===== config.mk =====
export PLATFORM = sky130hd
export DESIGN_NAME = kbm_mailbox
export DESIGN_NICKNAME = d
export VERILOG_FILES = /design/src/include/kbm_pkg.sv /design/src/kbm_fifo.sv /design/src/kbm_mailbox.sv
export VERILOG_INCLUDE_DIRS = /design/src /design/src/include
export SDC_FILE = /design/constraint.sdc
export NUM_CORES = 1
export LEC_CHECK = 0
export ABC_AREA = 1
export BUFFER_PORTS_ARGS = -buffer_cell sky130_fd_sc_hd__buf_2
export CAP_MARGIN = 20
export CORE_MARGIN = 2
export CORE_UTILIZATION = 40
export CTS_CLUSTER_DIAMETER = 150
export DETAILED_ROUTE_END_ITERATION = 7
export HOLD_SLACK_MARGIN = 0.15
export PLACE_DENSITY_LB_ADDON = 0.2
export REMOVE_ABC_BUFFERS = 1
export SYNTH_ARGS = -nofsm -noshare
export SYNTH_HDL_FRONTEND = slang
export SYNTH_HIERARCHICAL = 1
export SYNTH_SLANG_ARGS = --single-unit
export TNS_END_PERCENT = 50

===== constraint.sdc =====
create_clock -name clk -period 4.6 [get_ports clk]
set_input_delay 0.46 -clock clk [delete_from_list [all_inputs] [get_ports clk]]
set_output_delay 0.46 -clock clk [all_outputs]
set_load 0.02 [all_outputs]

===== src/include/kbm_cfg.svh =====
// kbm constants: addresses, field positions, reset values and timing
`ifndef KBM_CFG_SVH
`define KBM_CFG_SVH
`define KBM_ADDR_DATA 8'h60
`define KBM_ADDR_CMD 8'h64
`define KBM_ADDR_FAST 8'h92
`define KBM_ADDR_BIT2 2
`define KBM_ST_OBF 0
`define KBM_ST_IBF 1
`define KBM_ST_FREE2 2
`define KBM_ST_CD 3
`define KBM_ST_FREE_HI 7:4
`define KBM_ST_RESET 8'h00
`define KBM_FAST_RESET 8'h24
`define KBM_FAST_ONES 8'h24
`define KBM_FAST_RST_BIT 0
`define KBM_FAST_A20_BIT 1
`define KBM_GLUE_EN_BIT 2
`define KBM_CLK_MHZ 100
`define KBM_FRST_DELAY_NS 500
`define KBM_FRST_PULSE_NS 1000
`define KBM_FRST_DELAY_CYC ((`KBM_FRST_DELAY_NS * `KBM_CLK_MHZ + 999) / 1000)
`define KBM_FRST_PULSE_CYC ((`KBM_FRST_PULSE_NS * `KBM_CLK_MHZ + 999) / 1000)
`define KBM_CNT_W 8
`define KBM_CORE_DIV_NUM 12
`define KBM_CORE_DIV_DEN 100
`define KBM_FIFO_DEPTH 8
`define KBM_FIFO_AW 3
`endif


===== src/include/kbm_pkg.sv =====
// kbm package: types shared by the mailbox block
package kbm_pkg;
  typedef enum logic [1:0] {
    KBM_RUN,
    KBM_SOFT_HALT,
    KBM_OSC_STOP
  } kbm_power_type;
  typedef enum logic [1:0] {
    KBM_FR_IDLE,
    KBM_FR_DELAY,
    KBM_FR_PULSE,
    KBM_FR_DONE
  } kbm_fast_type;
  typedef enum logic [1:0] {
    KBM_CORE_NONE,
    KBM_CORE_INTR,
    KBM_CORE_NEXT,
    KBM_CORE_RESTART
  } kbm_wake_type;
endpackage


===== src/kbm_fifo.sv =====
// kbm_fifo: small flip-flop FIFO with valid/ready on both sides
`timescale 1ns/1ps
`include "kbm_cfg.svh"
module kbm_fifo #(
  parameter int WIDTH = 8,
  parameter int DEPTH = `KBM_FIFO_DEPTH,
  parameter int AW = `KBM_FIFO_AW
) (
  // clocking
  input wire logic clk,
  input wire logic rst_n,
  input wire logic clkEn,
  // fill side
  input wire logic inValid,
  output logic inReady,
  input wire logic [WIDTH-1:0] inData,
  // drain side
  output logic outValid,
  input wire logic outReady,
  output logic [WIDTH-1:0] outData
);
  logic [WIDTH-1:0] mem_reg [DEPTH];
  logic [AW-1:0] wrPtr_reg;
  logic [AW-1:0] rdPtr_reg;
  logic [AW:0] count_reg;
  logic doPush;
  logic doPop;

  // honest flags straight from the occupancy count
  assign inReady = (count_reg != (AW+1)'(DEPTH));
  assign outValid = (count_reg != '0);
  assign outData = mem_reg[rdPtr_reg];
  assign doPush = clkEn && inValid && inReady;
  assign doPop = clkEn && outValid && outReady;

  // storage, no reset needed on data
  always_ff @(posedge clk) begin
    if (doPush) begin
      mem_reg[wrPtr_reg] <= inData;
    end
  end

  // pointers and count
  always_ff @(posedge clk or negedge rst_n) begin
    if (!rst_n) begin
      wrPtr_reg <= '0;
      rdPtr_reg <= '0;
      count_reg <= '0;
    end else begin
      if (doPush) begin
        wrPtr_reg <= (wrPtr_reg == AW'(DEPTH - 1)) ? '0 : wrPtr_reg + AW'(1);
      end
      if (doPop) begin
        rdPtr_reg <= (rdPtr_reg == AW'(DEPTH - 1)) ? '0 : rdPtr_reg + AW'(1);
      end
      if (doPush && !doPop) begin
        count_reg <= count_reg + (AW+1)'(1);
      end else if (doPop && !doPush) begin
        count_reg <= count_reg - (AW+1)'(1);
      end
    end
  end
endmodule // kbm_fifo


===== src/kbm_mailbox.sv =====
// kbm_mailbox: keyboard controller host mailbox, power-down and fast gate/reset
// Function
// - soft halt stops ALU clock, timer runs
// - idle opcode halts until reset or write
// - host-write wake: interrupt if enabled, else next
// - reset wake restarts core at address zero
// - stop opcode kills oscillator, same wake events
// - only input-full and timer overflow interrupts
// - core write loads byte, sets output-full, irq; here bytes queue and load when output-full is clear
// - core read returns host byte, clears input-full
// - status bits: obf0, ibf1, cd3, rest free
// - status host read-only, core writable, reset zero
// - host address bit2 selects command or data
// - host write sets input-full, requests core interrupt
// - host read of output clears output-full
// - core clock 12 MHz from reference
// - system reset drives lines low, status zero
// - fast register accessible only when glue bit2 set
// - fast register at 92h, resets 24h, fixed bits
// - bit1 write drives fast A20 gate level
// - bit0 one: 500 ns delay, 1 us low pulse
// - flag mode: kbd irq follows output-full if port4
// - flag mode: aux irq is inverted input-full if port5
// - data address clears cmd flag, command sets it
`timescale 1ns/1ps
`include "kbm_cfg.svh"
module kbm_mailbox
  import kbm_pkg::*;
(
  // clocking and reset
  input wire logic clk,
  input wire logic rst_n,
  input wire logic clkEn,
  // host i/o port access
  input wire logic hostWr,
  input wire logic hostRd,
  input wire logic [7:0] hostAddr,
  input wire logic [7:0] hostWrData,
  output logic [7:0] hostRdData,
  output logic hostRdValid,
  // glue configuration register
  input wire logic [7:0] glueConfigReg,
  // core side data and status
  input wire logic coreDataWr,
  input wire logic [7:0] coreDataWrByte,
  input wire logic coreDataRd,
  output logic [7:0] coreDataRdByte,
  output logic coreDataReady,
  input wire logic coreStatusWr,
  input wire logic [7:0] coreStatusWrByte,
  output logic [7:0] coreStatusRdByte,
  // core control
  input wire logic coreIdleOp,
  input wire logic coreStopOp,
  input wire logic coreEnFlags,
  input wire logic coreIbfIntEn,
  input wire logic coreTimerOvf,
  input wire logic coreTimerIntEn,
  input wire logic corePortBit4,
  input wire logic corePortBit5,
  input wire logic [3:0] corePortLines,
  // core clocking and interrupt outputs
  output logic coreAluClkEn,
  output logic coreTimerClkEn,
  output logic oscDriverEn,
  output logic coreTick,
  output logic coreIntReq,
  output logic coreIntIsTimer,
  output logic [1:0] coreWake,
  // host-side pins
  output logic kbdHostIrq,
  output logic auxHostIrq,
  output logic kbdClockLine,
  output logic kbdDataLine,
  output logic auxClockLine,
  output logic auxDataLine,
  output logic fastA20Gate,
  output logic fastCpuReset_n
);
  logic [7:0] inByte_reg;
  logic [7:0] outByte_reg;
  logic [7:0] status_reg;
  logic [7:0] fastCtl_reg;
  kbm_power_type power_reg;
  kbm_fast_type fast_reg;
  logic [`KBM_CNT_W-1:0] fastCnt_reg;
  logic [6:0] divAcc_reg;
  logic fifoOutValid;
  logic [7:0] fifoOutData;
  logic fifoInReady;
  logic fastEn;
  logic hostWrMbx;
  logic hostWrFast;
  logic hostRdOut;
  logic hostRdFast;
  logic coreLoad;
  logic corePush;
  logic [`KBM_FIFO_AW:0] queueOcc_reg;
  logic [`KBM_FIFO_AW:0] queueOcc_next;

  // address decode, one helper for every host match
  function automatic logic addrIs(input logic [7:0] a, input logic [7:0] ref8);
    addrIs = (a == ref8);
  endfunction

  assign fastEn = glueConfigReg[`KBM_GLUE_EN_BIT];
  assign hostWrMbx = clkEn && hostWr && (addrIs(hostAddr, `KBM_ADDR_DATA) ||
    addrIs(hostAddr, `KBM_ADDR_CMD));
  assign hostWrFast = clkEn && hostWr && fastEn && addrIs(hostAddr, `KBM_ADDR_FAST);
  assign hostRdOut = clkEn && hostRd && addrIs(hostAddr, `KBM_ADDR_DATA);
  assign hostRdFast = clkEn && hostRd && fastEn && addrIs(hostAddr, `KBM_ADDR_FAST);
  // core output bytes queue up; the host buffer loads when it is empty
  assign coreLoad = clkEn && fifoOutValid && !status_reg[`KBM_ST_OBF];
  // a push is only taken while the queue has room
  assign corePush = clkEn && coreDataWr && fifoInReady;

  // core output queue, back-pressure reaches the core via coreDataReady
  kbm_fifo #(
    .WIDTH(8),
    .DEPTH(`KBM_FIFO_DEPTH),
    .AW(`KBM_FIFO_AW)
  ) outQueue (
    .clk(clk),
    .rst_n(rst_n),
    .clkEn(clkEn),
    .inValid(coreDataWr),
    .inReady(fifoInReady),
    .inData(coreDataWrByte),
    .outValid(fifoOutValid),
    .outReady(!status_reg[`KBM_ST_OBF]),
    .outData(fifoOutData)
  );

  // occupancy mirror of the queue, so the ready output can come from a flip-flop
  always_comb begin
    queueOcc_next = queueOcc_reg;
    if (corePush && !coreLoad) begin
      queueOcc_next = queueOcc_reg + (`KBM_FIFO_AW+1)'(1);
    end else if (coreLoad && !corePush) begin
      queueOcc_next = queueOcc_reg - (`KBM_FIFO_AW+1)'(1);
    end
  end

  // registered ready; matches the queue's own full flag edge for edge
  always_ff @(posedge clk or negedge rst_n) begin
    if (!rst_n) begin
      queueOcc_reg <= '0;
      coreDataReady <= 1'b1;
    end else if (clkEn) begin
      queueOcc_reg <= queueOcc_next;
      coreDataReady <= (queueOcc_next != (`KBM_FIFO_AW+1)'(`KBM_FIFO_DEPTH));
    end
  end

  // data bytes are not reset, matching the untouched data register
  always_ff @(posedge clk) begin
    if (hostWrMbx) begin
      inByte_reg <= hostWrData;
    end
    if (coreLoad) begin
      outByte_reg <= fifoOutData;
    end
  end

  // status byte: hardware set wins over core clear
  always_ff @(posedge clk or negedge rst_n) begin
    if (!rst_n) begin
      status_reg <= `KBM_ST_RESET;
    end else if (clkEn) begin
      if (coreStatusWr) begin
        status_reg[`KBM_ST_FREE_HI] <= coreStatusWrByte[`KBM_ST_FREE_HI];
        status_reg[`KBM_ST_FREE2] <= coreStatusWrByte[`KBM_ST_FREE2];
        status_reg[`KBM_ST_CD] <= coreStatusWrByte[`KBM_ST_CD];
        status_reg[`KBM_ST_IBF] <= coreStatusWrByte[`KBM_ST_IBF];
        status_reg[`KBM_ST_OBF] <= coreStatusWrByte[`KBM_ST_OBF];
      end
      if (coreDataRd) begin
        status_reg[`KBM_ST_IBF] <= 1'b0;
      end
      if (hostRdOut) begin
        status_reg[`KBM_ST_OBF] <= 1'b0;
      end
      if (hostWrMbx) begin
        status_reg[`KBM_ST_IBF] <= 1'b1;
        status_reg[`KBM_ST_CD] <= hostAddr[`KBM_ADDR_BIT2];
      end
      if (coreLoad) begin
        status_reg[`KBM_ST_OBF] <= 1'b1;
      end
    end
  end

  // host read answers, registered one cycle after the strobe
  always_ff @(posedge clk or negedge rst_n) begin
    if (!rst_n) begin
      hostRdData <= 8'h00;
      hostRdValid <= 1'b0;
    end else if (clkEn) begin
      hostRdValid <= hostRd;
      if (hostRdOut) begin
        hostRdData <= outByte_reg;
      end else if (hostRd && addrIs(hostAddr, `KBM_ADDR_CMD)) begin
        hostRdData <= status_reg;
      end else if (hostRdFast) begin
        hostRdData <= fastCtl_reg | `KBM_FAST_ONES;
      end else begin
        hostRdData <= 8'h00; // unmapped or disabled port reads zero
      end
    end
  end

  // core view of the mailbox
  always_ff @(posedge clk or negedge rst_n) begin
    if (!rst_n) begin
      coreDataRdByte <= 8'h00;
      coreStatusRdByte <= 8'h00;
    end else if (clkEn) begin
      coreDataRdByte <= inByte_reg;
      coreStatusRdByte <= status_reg;
    end
  end

  // power state: halt or stop until reset or a host mailbox write
  always_ff @(posedge clk or negedge rst_n) begin
    if (!rst_n) begin
      power_reg <= KBM_RUN;
      coreWake <= KBM_CORE_RESTART;
    end else if (clkEn) begin
      coreWake <= KBM_CORE_NONE;
      case (power_reg)
        KBM_RUN: begin
          if (coreStopOp) begin
            power_reg <= KBM_OSC_STOP;
          end else if (coreIdleOp) begin
            power_reg <= KBM_SOFT_HALT;
          end
        end
        KBM_SOFT_HALT, KBM_OSC_STOP: begin
          if (hostWrMbx) begin
            power_reg <= KBM_RUN;
            coreWake <= coreIbfIntEn ? KBM_CORE_INTR : KBM_CORE_NEXT;
          end
        end
        default: begin
          power_reg <= KBM_RUN;
        end
      endcase
    end
  end

  // clock gating enables; the oscillator-stop wake relies on a long reset
  always_ff @(posedge clk or negedge rst_n) begin
    if (!rst_n) begin
      coreAluClkEn <= 1'b1;
      coreTimerClkEn <= 1'b1;
      oscDriverEn <= 1'b1;
    end else if (clkEn) begin
      coreAluClkEn <= (power_reg == KBM_RUN);
      coreTimerClkEn <= (power_reg != KBM_OSC_STOP);
      oscDriverEn <= (power_reg != KBM_OSC_STOP);
    end
  end

  // fractional divider: 12 ticks per 100 clocks gives the 12 MHz core rate
  always_ff @(posedge clk or negedge rst_n) begin
    if (!rst_n) begin
      divAcc_reg <= 7'h00;
      coreTick <= 1'b0;
    end else if (clkEn) begin
      if (divAcc_reg + 7'(`KBM_CORE_DIV_NUM) >= 7'(`KBM_CORE_DIV_DEN)) begin
        divAcc_reg <= divAcc_reg + 7'(`KBM_CORE_DIV_NUM) - 7'(`KBM_CORE_DIV_DEN);
        coreTick <= oscDriverEn;
      end else begin
        divAcc_reg <= divAcc_reg + 7'(`KBM_CORE_DIV_NUM);
        coreTick <= 1'b0;
      end
    end
  end

  // the two core interrupt sources, input-full first
  always_ff @(posedge clk or negedge rst_n) begin
    if (!rst_n) begin
      coreIntReq <= 1'b0;
      coreIntIsTimer <= 1'b0;
    end else if (clkEn) begin
      coreIntReq <= (status_reg[`KBM_ST_IBF] && coreIbfIntEn) ||
        (coreTimerOvf && coreTimerIntEn);
      coreIntIsTimer <= !(status_reg[`KBM_ST_IBF] && coreIbfIntEn);
    end
  end

  // host interrupts and serial port lines
  always_ff @(posedge clk or negedge rst_n) begin
    if (!rst_n) begin
      kbdHostIrq <= 1'b0;
      auxHostIrq <= 1'b0;
      kbdClockLine <= 1'b0;
      kbdDataLine <= 1'b0;
      auxClockLine <= 1'b0;
      auxDataLine <= 1'b0;
    end else if (clkEn) begin
      if (coreEnFlags) begin
        kbdHostIrq <= corePortBit4 && status_reg[`KBM_ST_OBF];
        auxHostIrq <= corePortBit5 && !status_reg[`KBM_ST_IBF];
      end else begin
        kbdHostIrq <= corePortBit4;
        auxHostIrq <= corePortBit5;
      end
      kbdClockLine <= !corePortLines[0];
      kbdDataLine <= !corePortLines[1];
      auxClockLine <= !corePortLines[2];
      auxDataLine <= !corePortLines[3];
    end
  end

  // fast gate/reset register; bit0 stays set until written back to zero
  always_ff @(posedge clk or negedge rst_n) begin
    if (!rst_n) begin
      fastCtl_reg <= `KBM_FAST_RESET;
      fastA20Gate <= 1'b0;
    end else if (clkEn && hostWrFast) begin
      fastCtl_reg <= (hostWrData & 8'h03) | `KBM_FAST_ONES;
      fastA20Gate <= hostWrData[`KBM_FAST_A20_BIT];
    end
  end

  // fast cpu reset sequencer; the done state swallows repeat ones
  always_ff @(posedge clk or negedge rst_n) begin
    if (!rst_n) begin
      fast_reg <= KBM_FR_IDLE;
      fastCnt_reg <= '0;
      fastCpuReset_n <= 1'b1;
    end else if (clkEn) begin
      case (fast_reg)
        KBM_FR_IDLE: begin
          fastCpuReset_n <= 1'b1;
          if (fastCtl_reg[`KBM_FAST_RST_BIT]) begin
            fast_reg <= KBM_FR_DELAY;
            fastCnt_reg <= `KBM_CNT_W'(`KBM_FRST_DELAY_CYC - 1);
          end
        end
        KBM_FR_DELAY: begin
          if (fastCnt_reg == '0) begin
            fast_reg <= KBM_FR_PULSE;
            fastCnt_reg <= `KBM_CNT_W'(`KBM_FRST_PULSE_CYC - 1);
            fastCpuReset_n <= 1'b0;
          end else begin
            fastCnt_reg <= fastCnt_reg - `KBM_CNT_W'(1);
          end
        end
        KBM_FR_PULSE: begin
          if (fastCnt_reg == '0) begin
            fast_reg <= KBM_FR_DONE;
            fastCpuReset_n <= 1'b1;
          end else begin
            fastCnt_reg <= fastCnt_reg - `KBM_CNT_W'(1);
          end
        end
        KBM_FR_DONE: begin
          if (!fastCtl_reg[`KBM_FAST_RST_BIT]) begin
            fast_reg <= KBM_FR_IDLE;
          end
        end
        default: begin
          fast_reg <= KBM_FR_IDLE;
        end
      endcase
    end
  end
endmodule // kbm_mailbox


==> metrics.md, run 1 <==
| Metric | Value |
|---|---|
| Status | completed |
| Setup Skew | 0.00973 ns |
| Max VDD drop | 0.000296 V |
| Pleak | 4.34 nW |
| Synth warn | 6 |
| Die H | 143 um |
| Vias in the first global route | 5173 |
| Die ar. | 20300 sq um |
| Port buffer count | 94 |
| Chip Width | 143 um |
| Antenna cells | 0 |
| Sequential area share after synthesis | 0.578 |
| Global-route wire length before repair | 25700 um |
| Critical-path maximum fanout | 6 |
| Most used DFF post-synth | edfxtp_1 |
| Post-route insts no fill | 1205 |
| Worst Setup End Kind | register |
| Fraction of registers with async set/reset | 0.503 |
| H-tree levels | 4 |
| Crit-path cells | nor2_2, nand3_1, nand3_1, ha_1, inv_1, ha_1, or2_2, nand2_1, nand2_1, nand3_1, nand2_1 |
| CP max-delay cell | dfrtp_1 |
| WL per Instance | 13.1 um |
| Rel. slew slack | 0.404 |
| Crit path max-delay family | simple AND/OR/NAND/NOR gates |
| Core area | 18800 sq um |
| Transition time of the tightest slew-check pin | 0.893 ns |
| Layout area overhead | 16.4% |
| GRT Total Usage | 0.163 |
| CTS Buf Count | 17 |
| Post-route ant nets | 0 |
| GRT overflow | 0 |
| Critical path startpoint category | register |
| Mapped cell area | 7680 sq um |
| Gate Count Post-Synth | 857 |
| Final slew viol count | 0 |
| F_max | 0.416 GHz |
| Fin. Hold Viols | 0 |
| Final min period | 2.40 ns |
| Flops & latches, synth | 161 |
| DRC | 0 |
| Most common cell after layout, fill and taps aside | nand2_1 |
| WP data required | 4.91 ns |
| Via-to-Cell Ratio | 4.66 |
| Setup Crit Path Kind | reg2reg |
| Clock-pin slew on the worst setup and hold paths | 0.07 ns |
| Num ports | 102 |
| Final net count | 1039 |
| Fin Setup TNS | 0 ns |
| Setup Buffers After CTS | 0 |
| Most frequent cells in the layout | nand2_1 (308), nor2_1 (96), buf_2 (95) |
| CTS max path bufs | 2 |
| Largest net degree at the start of global routing | 68 |
| Pwr per Cell Area | 535 nW/um^2 |
| Arrival @ worst endpoint | 2.71 ns |
| Largest register FFs | 64 |
| Initial drt markers | 266 |
| Final setup fails | 0 |
| Fin crit share | 0.522 |
| RSZ-0062 raised after global routing | false |
| Pre-Repair DR Iteration Count | 4 |
| Placed Instances | 1171 |
| Root Buffer | clkbuf_16 |
| Share of cells above drive strength 1 | 0.177 |
| Routability-driven placement congestion ratio | 0.799 |
| Vias | 5620 |
| Max-cap viol count | 0 |
| Syn Area/Cell | 8.96 sq um |
| EDFF count, synth | 80 |
| Worst-Skew Late Latency | 0.43 ns |
| Initial Util | 0.409 |
| CP Buf/Inv Count | 1 |
| Routed WL | 15800 um |
| Synth cell types | 43 |
| Detailed Place HPWL | 11100 um |
| CTS tree | built |
| Initial antenna violation count | 0 |
| Path type of the worst min-delay path | in2reg |
| Critical Path Max Stage Delay | 0.43 ns |
| Rows | 50 |
| TritonCTS Sinks | 161 |
## worst paths after layout
kind,start,end,slack (ns),cells after the start
max in group asynchronous,rst_n,coreWake[0],3.07,3
setup / recovery,outQueue/count_reg[1],outQueue/count_reg[3],2.20,11
hold reg to reg,inByte_reg[5],coreDataRdByte[5],0.45,2
setup reg to reg,outQueue/count_reg[1],outQueue/count_reg[3],2.20,11
min in group asynchronous,rst_n,divAcc_reg[6],0.60,2
hold / removal,corePortLines[0],kbdClockLine,0.21,2
## cell families after synthesis
kind of cell               after synthesis  share of synthesized area
and+or+nand+nor                        500                      0.276
buffers and inverters                  120                     0.0661
DFF                                    161                      0.578
adders and majority gates               21                     0.0352
AOI/OAI and AO/OA                       46                     0.0331
xor gates and xnor gates                 9                     0.0122
## power by group
| part | leakage (nW) | switching, mW | total, mW | internal (mW) |
|---|---|---|---|---|
| combinational | 2.37 | 0.950 | 1.50 | 0.547 |
| clock | 0.260 | 0.559 | 1.30 | 0.738 |
| sequential | 1.71 | 0.214 | 1.99 | 1.77 |
## synthesized netlist by cell type (2+ instances only)
cell type    n  area share
a21oi_1     16       0.010
a31oi_1      3      0.0024
buf_1        2     0.00098
buf_2        7      0.0046
buf_4        7      0.0068
buf_6        3      0.0044
clkbuf_1     5      0.0024
dfrtp_1     75        0.24
dfstp_2      6       0.021
edfxtp_1    80        0.31
ha_1        20       0.033
inv_1       89       0.043
inv_2        6      0.0029
nand2_1    308        0.15
nand2_2      4      0.0033
nand2_4      2      0.0029
nand3_1     50       0.033
nand3_2      2      0.0026
nand3b_1     3      0.0029
nand4_1      9      0.0073
nor2_1      96       0.047
nor2_2       6      0.0049
nor2_4       3      0.0044
nor3_1      10      0.0065
nor3_2       2      0.0026
o21ai_0     15      0.0098
o21ai_1      5      0.0033
o21ai_2      2      0.0023
xnor2_1      5      0.0057
xor2_1       2      0.0023
xor2_2       2      0.0042
## worst reg2reg max path, cell delays in order (launching register included)
cell and delay [ns]:
dfrtp_1 0.43, nor2_2 0.17, nand3_1 0.28, nand3_1 0.27, ha_1 0.20, inv_1 0.10
ha_1 0.32, or2_2 0.31, nand2_1 0.07, nand2_1 0.05, nand3_1 0.06, nand2_1 0.04
## final cells by class
| cell class | instances | area [sq um] |
|---|---|---|
| clock inverters | 8 | 56.3 |
| multi-input cells | 576 | 2740 |
| inverters | 96 | 360 |
| repair buffers | 106 | 573 |
| fillers | 1794 | 9830 |
| flip-flops and latches | 161 | 4440 |
| clock buffers | 24 | 483 |
| well taps | 234 | 293 |
## stage by stage
stage                     hold WS [ns]  cell area, sq um  worst slack (ns)  total power [mW]  utilization
after global placement           0.429              8360              1.84              3.49        0.445
after floorplan                  0.164              7530              2.49              3.10            -
after CTS                        0.198              8920              2.19              4.82        0.475
final                            0.209              8940              2.20              4.78        0.476
after detailed placement         0.435              8370              1.83              3.51        0.446
after global routing             0.201              8940              1.99              5.17        0.476
## per-layer routing
layer / wire length, um / global-route usage / share of wire / up-vias
met1: 7710 / 0.212 / 0.49 / 2552
met3: 734 / 0.0350 / 0.046 / 20
met2: 7120 / 0.270 / 0.45 / 116
met4: 272 / 0.0578 / 0.017 / 0
li1: - / - / - / 2932
met5: 0 / 0 / 0 / -
## repair_timing
action	4_1_cts	5_1_grt
gates resized for setup	0	0
endpoints found under the hold margin	45	0
hold buffers	1	0
Note: power is estimated with default switching activity, not from simulation.
==> inputs of run 2 (changes only) <==
- clock period: 4.6 -> 2.1 ns (I/O delays scaled with it)
==> run 2 against run 1 <==
Compared with the run above: count of clock-buffer cells in the layout down 7; sequential share of layout area down 3.2 points; total power up 130%; global-route usage up 1.4 points; via count up 3.7%; register-to-register slack worse by 2.0 ns; die area unchanged; core utilization up 3.3 points; maximum frequency up 24%; setup slack worse by 2.0 ns; routed wire length up 8.2%; first-iteration DRC count down 7.1%.
==> metrics.md, run 2 (synthesis results as in run 1) <==
| Metric | Value |
|---|---|
| Pleak | 4.63 nW (+6.6%) |
| Worst Setup End Kind | register |
| Die ar. | 20300 sq um (unchanged) |
| Vias in the first global route | 5670 (+9.6%) |
| CTS Buf Count | 17 (unchanged) |
| Critical path startpoint category | register |
| Share of cells above drive strength 1 | 0.186 (+0.00902) |
| Crit-path cells | nor2_2, nand3_1, nand3_1, ha_1, inv_1, ha_1, or2_2, nand2_1, nand2_1, nand3_1, nand2_1 |
| Pre-Repair DR Iteration Count | 4 (unchanged) |
| GRT Total Usage | 0.177 (+0.0141) |
| Layout area overhead | 24.5% |
| Vias | 5828 (+3.7%) |
| Arrival @ worst endpoint | 2.26 ns (-0.45 ns) |
| Crit path max-delay family | simple AND/OR/NAND/NOR gates |
| F_max | 0.515 GHz (+24%) |
| Final min period | 1.94 ns (-0.458 ns) |
| TritonCTS Sinks | 161 (unchanged) |
| Initial antenna violation count | 1 (+1) |
| Global-route wire length before repair | 28000 um (+9.2%) |
| Largest net degree at the start of global routing | 51 (-25%) |
| Die H | 143 um (unchanged) |
| Rel. slew slack | 0.687 (+0.283) |
| Post-route ant nets | 0 (unchanged) |
| Final net count | 1094 (+5.3%) |
| Hold Slack | 0.174 ns (-0.0357 ns) |
| Chip Width | 143 um (unchanged) |
| Setup Crit Path Kind | reg2reg |
| Clock-pin slew on the worst setup and hold paths | 0.06 ns (about the same) |
| Critical-path maximum fanout | 4 (-2) |
| WP data required | 2.41 ns (-2.50 ns) |
| CP max-delay cell | dfrtp_1 |
| CTS max path bufs | 2 (unchanged) |
| Initial Util | 0.409 (unchanged) |
| Port buffer count | 94 (unchanged) |
| Fin util | 0.509 (+0.0331) |
| Antenna cells | 0 (unchanged) |
| Most common cell after layout, fill and taps aside | nand2_1 |
| Filler cells | 1727 (-3.7%) |
| Most frequent cells in the layout | nand2_1 (308), nor2_1 (96), buf_2 (93) |
| Pwr per Cell Area | 1160 nW/um^2 (+120%) |
| Via-to-Cell Ratio | 4.63 (-0.83%) |
| RSZ-0062 raised after global routing | false |
| Critical Path Max Stage Delay | 0.38 ns (-0.05 ns) |
| GRT overflow | 0 (unchanged) |
| CTS tree | built |
| Largest register FFs | 64 (unchanged) |
| Transition time of the tightest slew-check pin | 0.470 ns (-0.424 ns) |
| Path type of the worst min-delay path | in2reg |
| DRC | 0 (unchanged) |
| Fin. Hold Viols | 0 (unchanged) |
| Max VDD drop | 0.000765 V (+160%) |
| Setup Skew | 0.00742 ns (-0.00232 ns) |
| Initial drt markers | 247 (-7.1%) |
| Num ports | 102 (unchanged) |
| WL per Instance | 13.6 um (+3.5%) |
| Final setup fails | 0 (unchanged) |
| Fin crit share | 0.925 (+0.403) |
| Core area | 18800 sq um (unchanged) |
| Routed WL | 17100 um (+8.2%) |
| Fin Setup TNS | 0 ns (unchanged) |
| Setup Buffers After CTS | 0 (unchanged) |
| Worst-Skew Late Latency | 0.42 ns (about the same) |
| Root Buffer | clkbuf_16 |
| H-tree levels | 4 (unchanged) |
| Routability-driven placement congestion ratio | 0.794 (-0.59%) |
| Final slew viol count | 0 (unchanged) |
| CP Buf/Inv Count | 1 (unchanged) |
| Detailed Place HPWL | 11500 um (+4.2%) |
| Rows | 50 (unchanged) |
| Max-cap viol count | 0 (unchanged) |
| Status | completed |
-- run 2: changes by cell type in the layout (fill, tap and decap cells not counted) --
cell / change
buf_12: +2
buf_2: -2
buf_4: +14
bufinv_16: +3
clkbuf_1: -5
clkbuf_16: -1
clkbuf_8: -1
clkinv_2: -1
clkinv_4: -1
clkinvlp_4: -2
dlygate4sd3_1: +41
inv_6: +7
inv_8: +1
-- run 2: area by class of cell --
type	instances	area, sq um	share of cell area
Sequential cell	161	4440	0.464
Multi-Input combinational cell	576	2740	0.286
Timing Repair Buffer	161	1120	0.117
Clock buffer	17	425	0.0445
Inverter	96	360	0.0377
Tap cell	234	293	0.0306
Clock inverter	15	190	0.0199
-- run 2: tightest hold or removal path, delay by kind of cell --
kind | cells | cell delay [ns]
compound gates | 1 | 0.08
buf+inv | 1 | 0.11
simple gates | 1 | 0.15
-- run 2: worst paths after layout --
check	start	to	slack [ns]	cells after the start
worst max-delay path	outQueue/count_reg[1]	outQueue/count_reg[3]	0.16	11
worst min-delay path	glueConfigReg[2]	fastA20Gate	0.17	3
worst max register to register	outQueue/count_reg[1]	outQueue/count_reg[3]	0.16	11
worst min register to register	inByte_reg[7]	coreDataRdByte[7]	0.45	2
max in group asynchronous	rst_n	outQueue/rdPtr_reg[0]	1.27	3
min in group asynchronous	rst_n	kbdClockLine	0.23	2
-- run 2: stage by stage --
stage                     cells  cell area [sq um]  worst slack (ns)  total power, mW
after floorplan             833               7530          -0.00800             6.80
after global routing       1260               9560           0.00280             12.0
final                      1260               9560             0.157             11.1
after global placement     1186               8520             0.167             7.82
after detailed placement   1186               8520             0.170             7.88
after CTS                  1260               9560             0.153             11.2
-- run 2: power by group --
| group | switching (mW) | internal, mW |
|---|---|---|
| Sequential | 0.430 | 3.89 |
| Clock | 1.36 | 1.91 |
| Combinational | 2.21 | 1.34 |
-- run 2: layer usage --
metal  vias up  share of wire  GRT usage
met4         2         0.0085     0.0443
li1       3034              -          -
met2       110           0.48      0.303
met1      2666           0.46      0.226
met5         -         0.0011          0
met3        16          0.044     0.0427
-- run 2: timing repair --
action | 4_1_cts | 5_1_grt
endpoints found under the setup margin | 0 | 0
hold buffers | 42 | 0
hold endpoints to repair | 172 | 0
resized for setup | 0 | 0
==> inputs of run 3 (changes only) <==
- SYNTH_HIERARCHICAL: 1 -> default
==> run 3 against run 2 <==
Compared with the run above: clock power shrank 5%; die area shrank 3.8%; global-route usage is essentially flat; final area shrank 2.9%; worst hold slack lost 0.016 ns; via count shrank 1.7%; non-clock buffer count grew 1; setup slack lost 0.015 ns; cell count shrank 5.2%; register-to-register slack gained 0.03 ns.
==> metrics.md, run 3 <==
| Metric | Value |
|---|---|
| Status | completed |
| Post-synth top cells | nand2_1 (259), edfxtp_1 (80), dfrtp_1 (75) |
| Path type of the worst min-delay path | in2reg |
| Flops & latches, synth | 161 (unchanged) |
| Sw Ratio | 0.356 (-0.00346) |
| Routability-driven placement congestion ratio | 0.824 (+3.7%) |
| Sequential area share after synthesis | 0.601 (+0.0237) |
| Syn Area/Cell | 9.33 sq um (+4.1%) |
| Pwr per Cell Area | 1150 nW/um^2 (-1.2%) |
| Clk pwr share | 0.292 (-0.002) |
| Fin crit share | 0.933 (+0.00718) |
| Gate Count Post-Synth | 791 (-7.7%) |
| Final slew viol count | 0 (unchanged) |
| CTS Buf Count | 17 (unchanged) |
| DRC | 0 (unchanged) |
| Hold Startpoint | coreStatusWr |
| F_max | 0.511 GHz (-0.77%) |
| Core area | 18000 sq um (-4.0%) |
| Rel. slew slack | 0.591 (-0.0962) |
| Share of Yosys cell area claimed by the top area cell type | 0.326 (+0.0128) |
| Mapped cell area | 7380 sq um (-3.9%) |
| GR Util met3 | 0.0409 (-0.00178) |
| Global-route wire length before repair | 27500 um (-1.9%) |
| Post-route ant nets | 0 (unchanged) |
| Transition time of the tightest slew-check pin | 0.614 ns (+0.144 ns) |
| Pleak | 4.32 nW (-6.6%) |
| Port buffer count | 94 (unchanged) |
| Rows | 49 (-2.0%) |
| Crit path max-delay family | buffers and inverters |
| GRT overflow | 0 (unchanged) |
| Final min period | 1.96 ns (+0.0151 ns) |
| Pre-Repair DR Iteration Count | 5 (+1) |
| Final setup fails | 0 (unchanged) |
| WP depth | 9 (-2) |
| GRT Total Usage | 0.177 (-0.000322) |
| Vias in the first global route | 5551 (-2.1%) |
| CP Launch Point | clkEn |
| Placed instance area | 8230 sq um (-3.5%) |
| Hold Slack | 0.158 ns (-0.0158 ns) |
| WL per Instance | 13.9 um (+2.3%) |
| Worst Setup End Kind | register |
| Root Buffer | clkbuf_16 |
| Critical-path maximum fanout | 53 (+49) |
| WP data required | 2.46 ns (+0.05 ns) |
| Internal Power | 6.88 mW (-3.6%) |
| Busiest grt layer | met2 |
| Fin area | 9290 sq um (-2.9%) |
| Crit-path cells | dlygate4sd3_1, buf_2, inv_2, buf_6, or2_2, nand2_1, nand3_1, dlygate4sd3_1, nand2_1 |
| Worst hold path depth | 4 (+1) |
| Num ports | 102 (unchanged) |
| Routing usage on met2 | 0.283 (-0.0197) |
| Met1 GRT Util | 0.244 (+0.0176) |
| Initial Util | 0.409 (about the same) |
| Most used DFF post-synth | edfxtp_1 |
| Chip Width | 140 um (-1.9%) |
| Most common cell after layout, fill and taps aside | nand2_1 |
| Largest net degree at the start of global routing | 54 (+5.9%) |
| Max VDD drop | 0.000645 V (-16%) |
| Setup Crit Path Kind | in2reg |
| TritonCTS Sinks | 161 (unchanged) |
| Final net count | 1033 (-5.6%) |
| Count leader, synth | nand2_1 |
| Antenna cells | 0 (unchanged) |
| Routed WL | 16600 um (-3.1%) |
| Switching power | 3.80 mW (-5.0%) |
| EDFF count, synth | 80 (unchanged) |
| Reg2reg path depth | 13 (+2) |
| Reg2reg start | outQueue.count_reg[1] |
| Critical Path Max Stage Delay | 0.56 ns (+0.18 ns) |
| Most frequent cells in the layout | nand2_1 (259), buf_2 (93), edfxtp_1 (80) |
| Setup Slack @ Placement | 0.134 ns (-0.0366 ns) |
| Setup Skew | 0.0134 ns (+0.00597 ns) |
| Ranking of synthesized cells by area | edfxtp_1 (33%), dfrtp_1 (25%), nand2_1 (13%) |
| CTS tree | built |
| Synth warn | 0 (-6) |
| Worst-Skew Late Latency | 0.43 ns (about the same) |
| Die ar. | 19500 sq um (-3.8%) |
| Die H | 140 um (-1.9%) |
| Fraction of registers with async set/reset | 0.503 (unchanged) |
| Max-cap viol count | 0 (unchanged) |
| Share of cells above drive strength 1 | 0.193 (+0.00659) |
| H-tree levels | 4 (unchanged) |
| CP max-delay cell | dlygate4sd3_1 |
| Overall Power | 10.7 mW (-4.1%) |
| Fin. Hold Viols | 0 (unchanged) |
| Initial antenna violation count | 0 (-1) |
| Detailed Place HPWL | 11200 um (-2.3%) |
| Critical path startpoint category | primary input |
| Layout area overhead | 25.9% |
| CP Buf/Inv Count | 5 (+4) |
| CTS max path bufs | 2 (unchanged) |
| Vias | 5731 (-1.7%) |
| Largest register FFs | 64 (unchanged) |
| Synth cell types | 37 (-14%) |
| Initial drt markers | 319 (+29%) |
| Sequential power share | 0.397 (+0.009) |
| Largest area contributor in the netlist | edfxtp_1 |
| Clock-pin slew on the worst setup and hold paths | 0.07 ns (about the same) |
| Logic gate share of total power | 0.311 (-0.008) |
| Via-to-Cell Ratio | 4.80 (+3.8%) |
| Worst setup margin | 0.142 ns (-0.0151 ns) |
| Arrival @ worst endpoint | 2.32 ns (+0.06 ns) |
run 3: changes by cell type in the layout (fill, tap and decap cells not counted), sizes merged, moves of 3 or more:
cell,previous run,this run
inv,105,79
nand3,53,40
o21ai,22,70
o211ai,0,3
nand4,10,13
or2,2,8
clkinvlp,0,5
nor3,12,1
nand2,314,262
a31oi,3,9
nor2,106,80
run 3: worst register-to-register path: stages, from the launching register on:
cell,delay [ns]
dfrtp_1,0.42
nor2_2,0.06
buf_4,0.13
a31oi_4,0.13
ha_2,0.22
inv_1,0.05
ha_1,0.28
inv_1,0.06
o21bai_1,0.14
inv_1,0.07
nand3_1,0.08
nand2_1,0.05
nand2_1,0.04
o21ai_0,0.07
run 3: power by group through the flow:
stage          clock [mW]  combinational, mW  sequential (mW)
2_1_floorplan           0               2.10             4.39
3_5_place_dp            0               3.23             4.30
4_1_cts              3.20               3.32             4.24
5_1_grt              3.33               3.85             4.30
6_report             3.12               3.32             4.24
3_3_place_gp            0               3.20             4.29
run 3: path summary, 6_finish.rpt:
path	end	slack (ns)
worst max-delay path	power_reg[0]	0.14
worst min-delay path	status_reg[7]	0.16
worst max register to register	outQueue.count_reg[3]	0.19
worst min register to register	coreDataRdByte[1]	0.43
max in group asynchronous	coreWake[1]	1.12
min in group asynchronous	divAcc_reg[3]	0.34
run 3: timing repair:
action                                 CTS  global route
hold buffers                            43             0
resized for setup                        0             5
endpoints found under the hold margin  136             0
setup endpoints to repair                0             5
buffers inserted                         0             2
run 3: layer usage:
layer / vias up / part of all wire
li1: 2910 / -
met1: 2659 / 0.47
met2: 153 / 0.47
met3: 9 / 0.059
met4: 0 / 0.0078
met5: - / 0
run 3: metrics by stage:
| step | TNS, ns | utilization | cells |
|---|---|---|---|
| 6_report | 0 | 0.515 | 1194 |
| 5_1_grt | -0.00389 | 0.515 | 1194 |
| 4_1_cts | 0 | 0.514 | 1192 |
| 3_5_place_dp | 0 | 0.456 | 1117 |
| 3_3_place_gp | 0 | 0.456 | 1117 |
| 2_1_floorplan | 0 | - | 771 |
run 3: kinds of logic after synthesis:
| kind of cell | after synthesis | share of synthesized area |
|---|---|---|
| xor gates and xnor gates | 7 | 0.00831 |
| buffers and inverters | 94 | 0.0504 |
| adders and majority gates | 21 | 0.0356 |
| and+or+nand+nor | 406 | 0.229 |
| AOI/OAI and AO/OA | 102 | 0.0756 |
| DFF | 161 | 0.601 |
run 3: layout make-up:
type	instances	area [sq um]
Fill cell	1671	8740
Sequential cell	161	4440
Multi-Input combinational cell	536	2570
Timing Repair Buffer	162	1110
Clock buffer	17	425
Tap cell	229	287
Inverter	74	278
Clock inverter	15	175
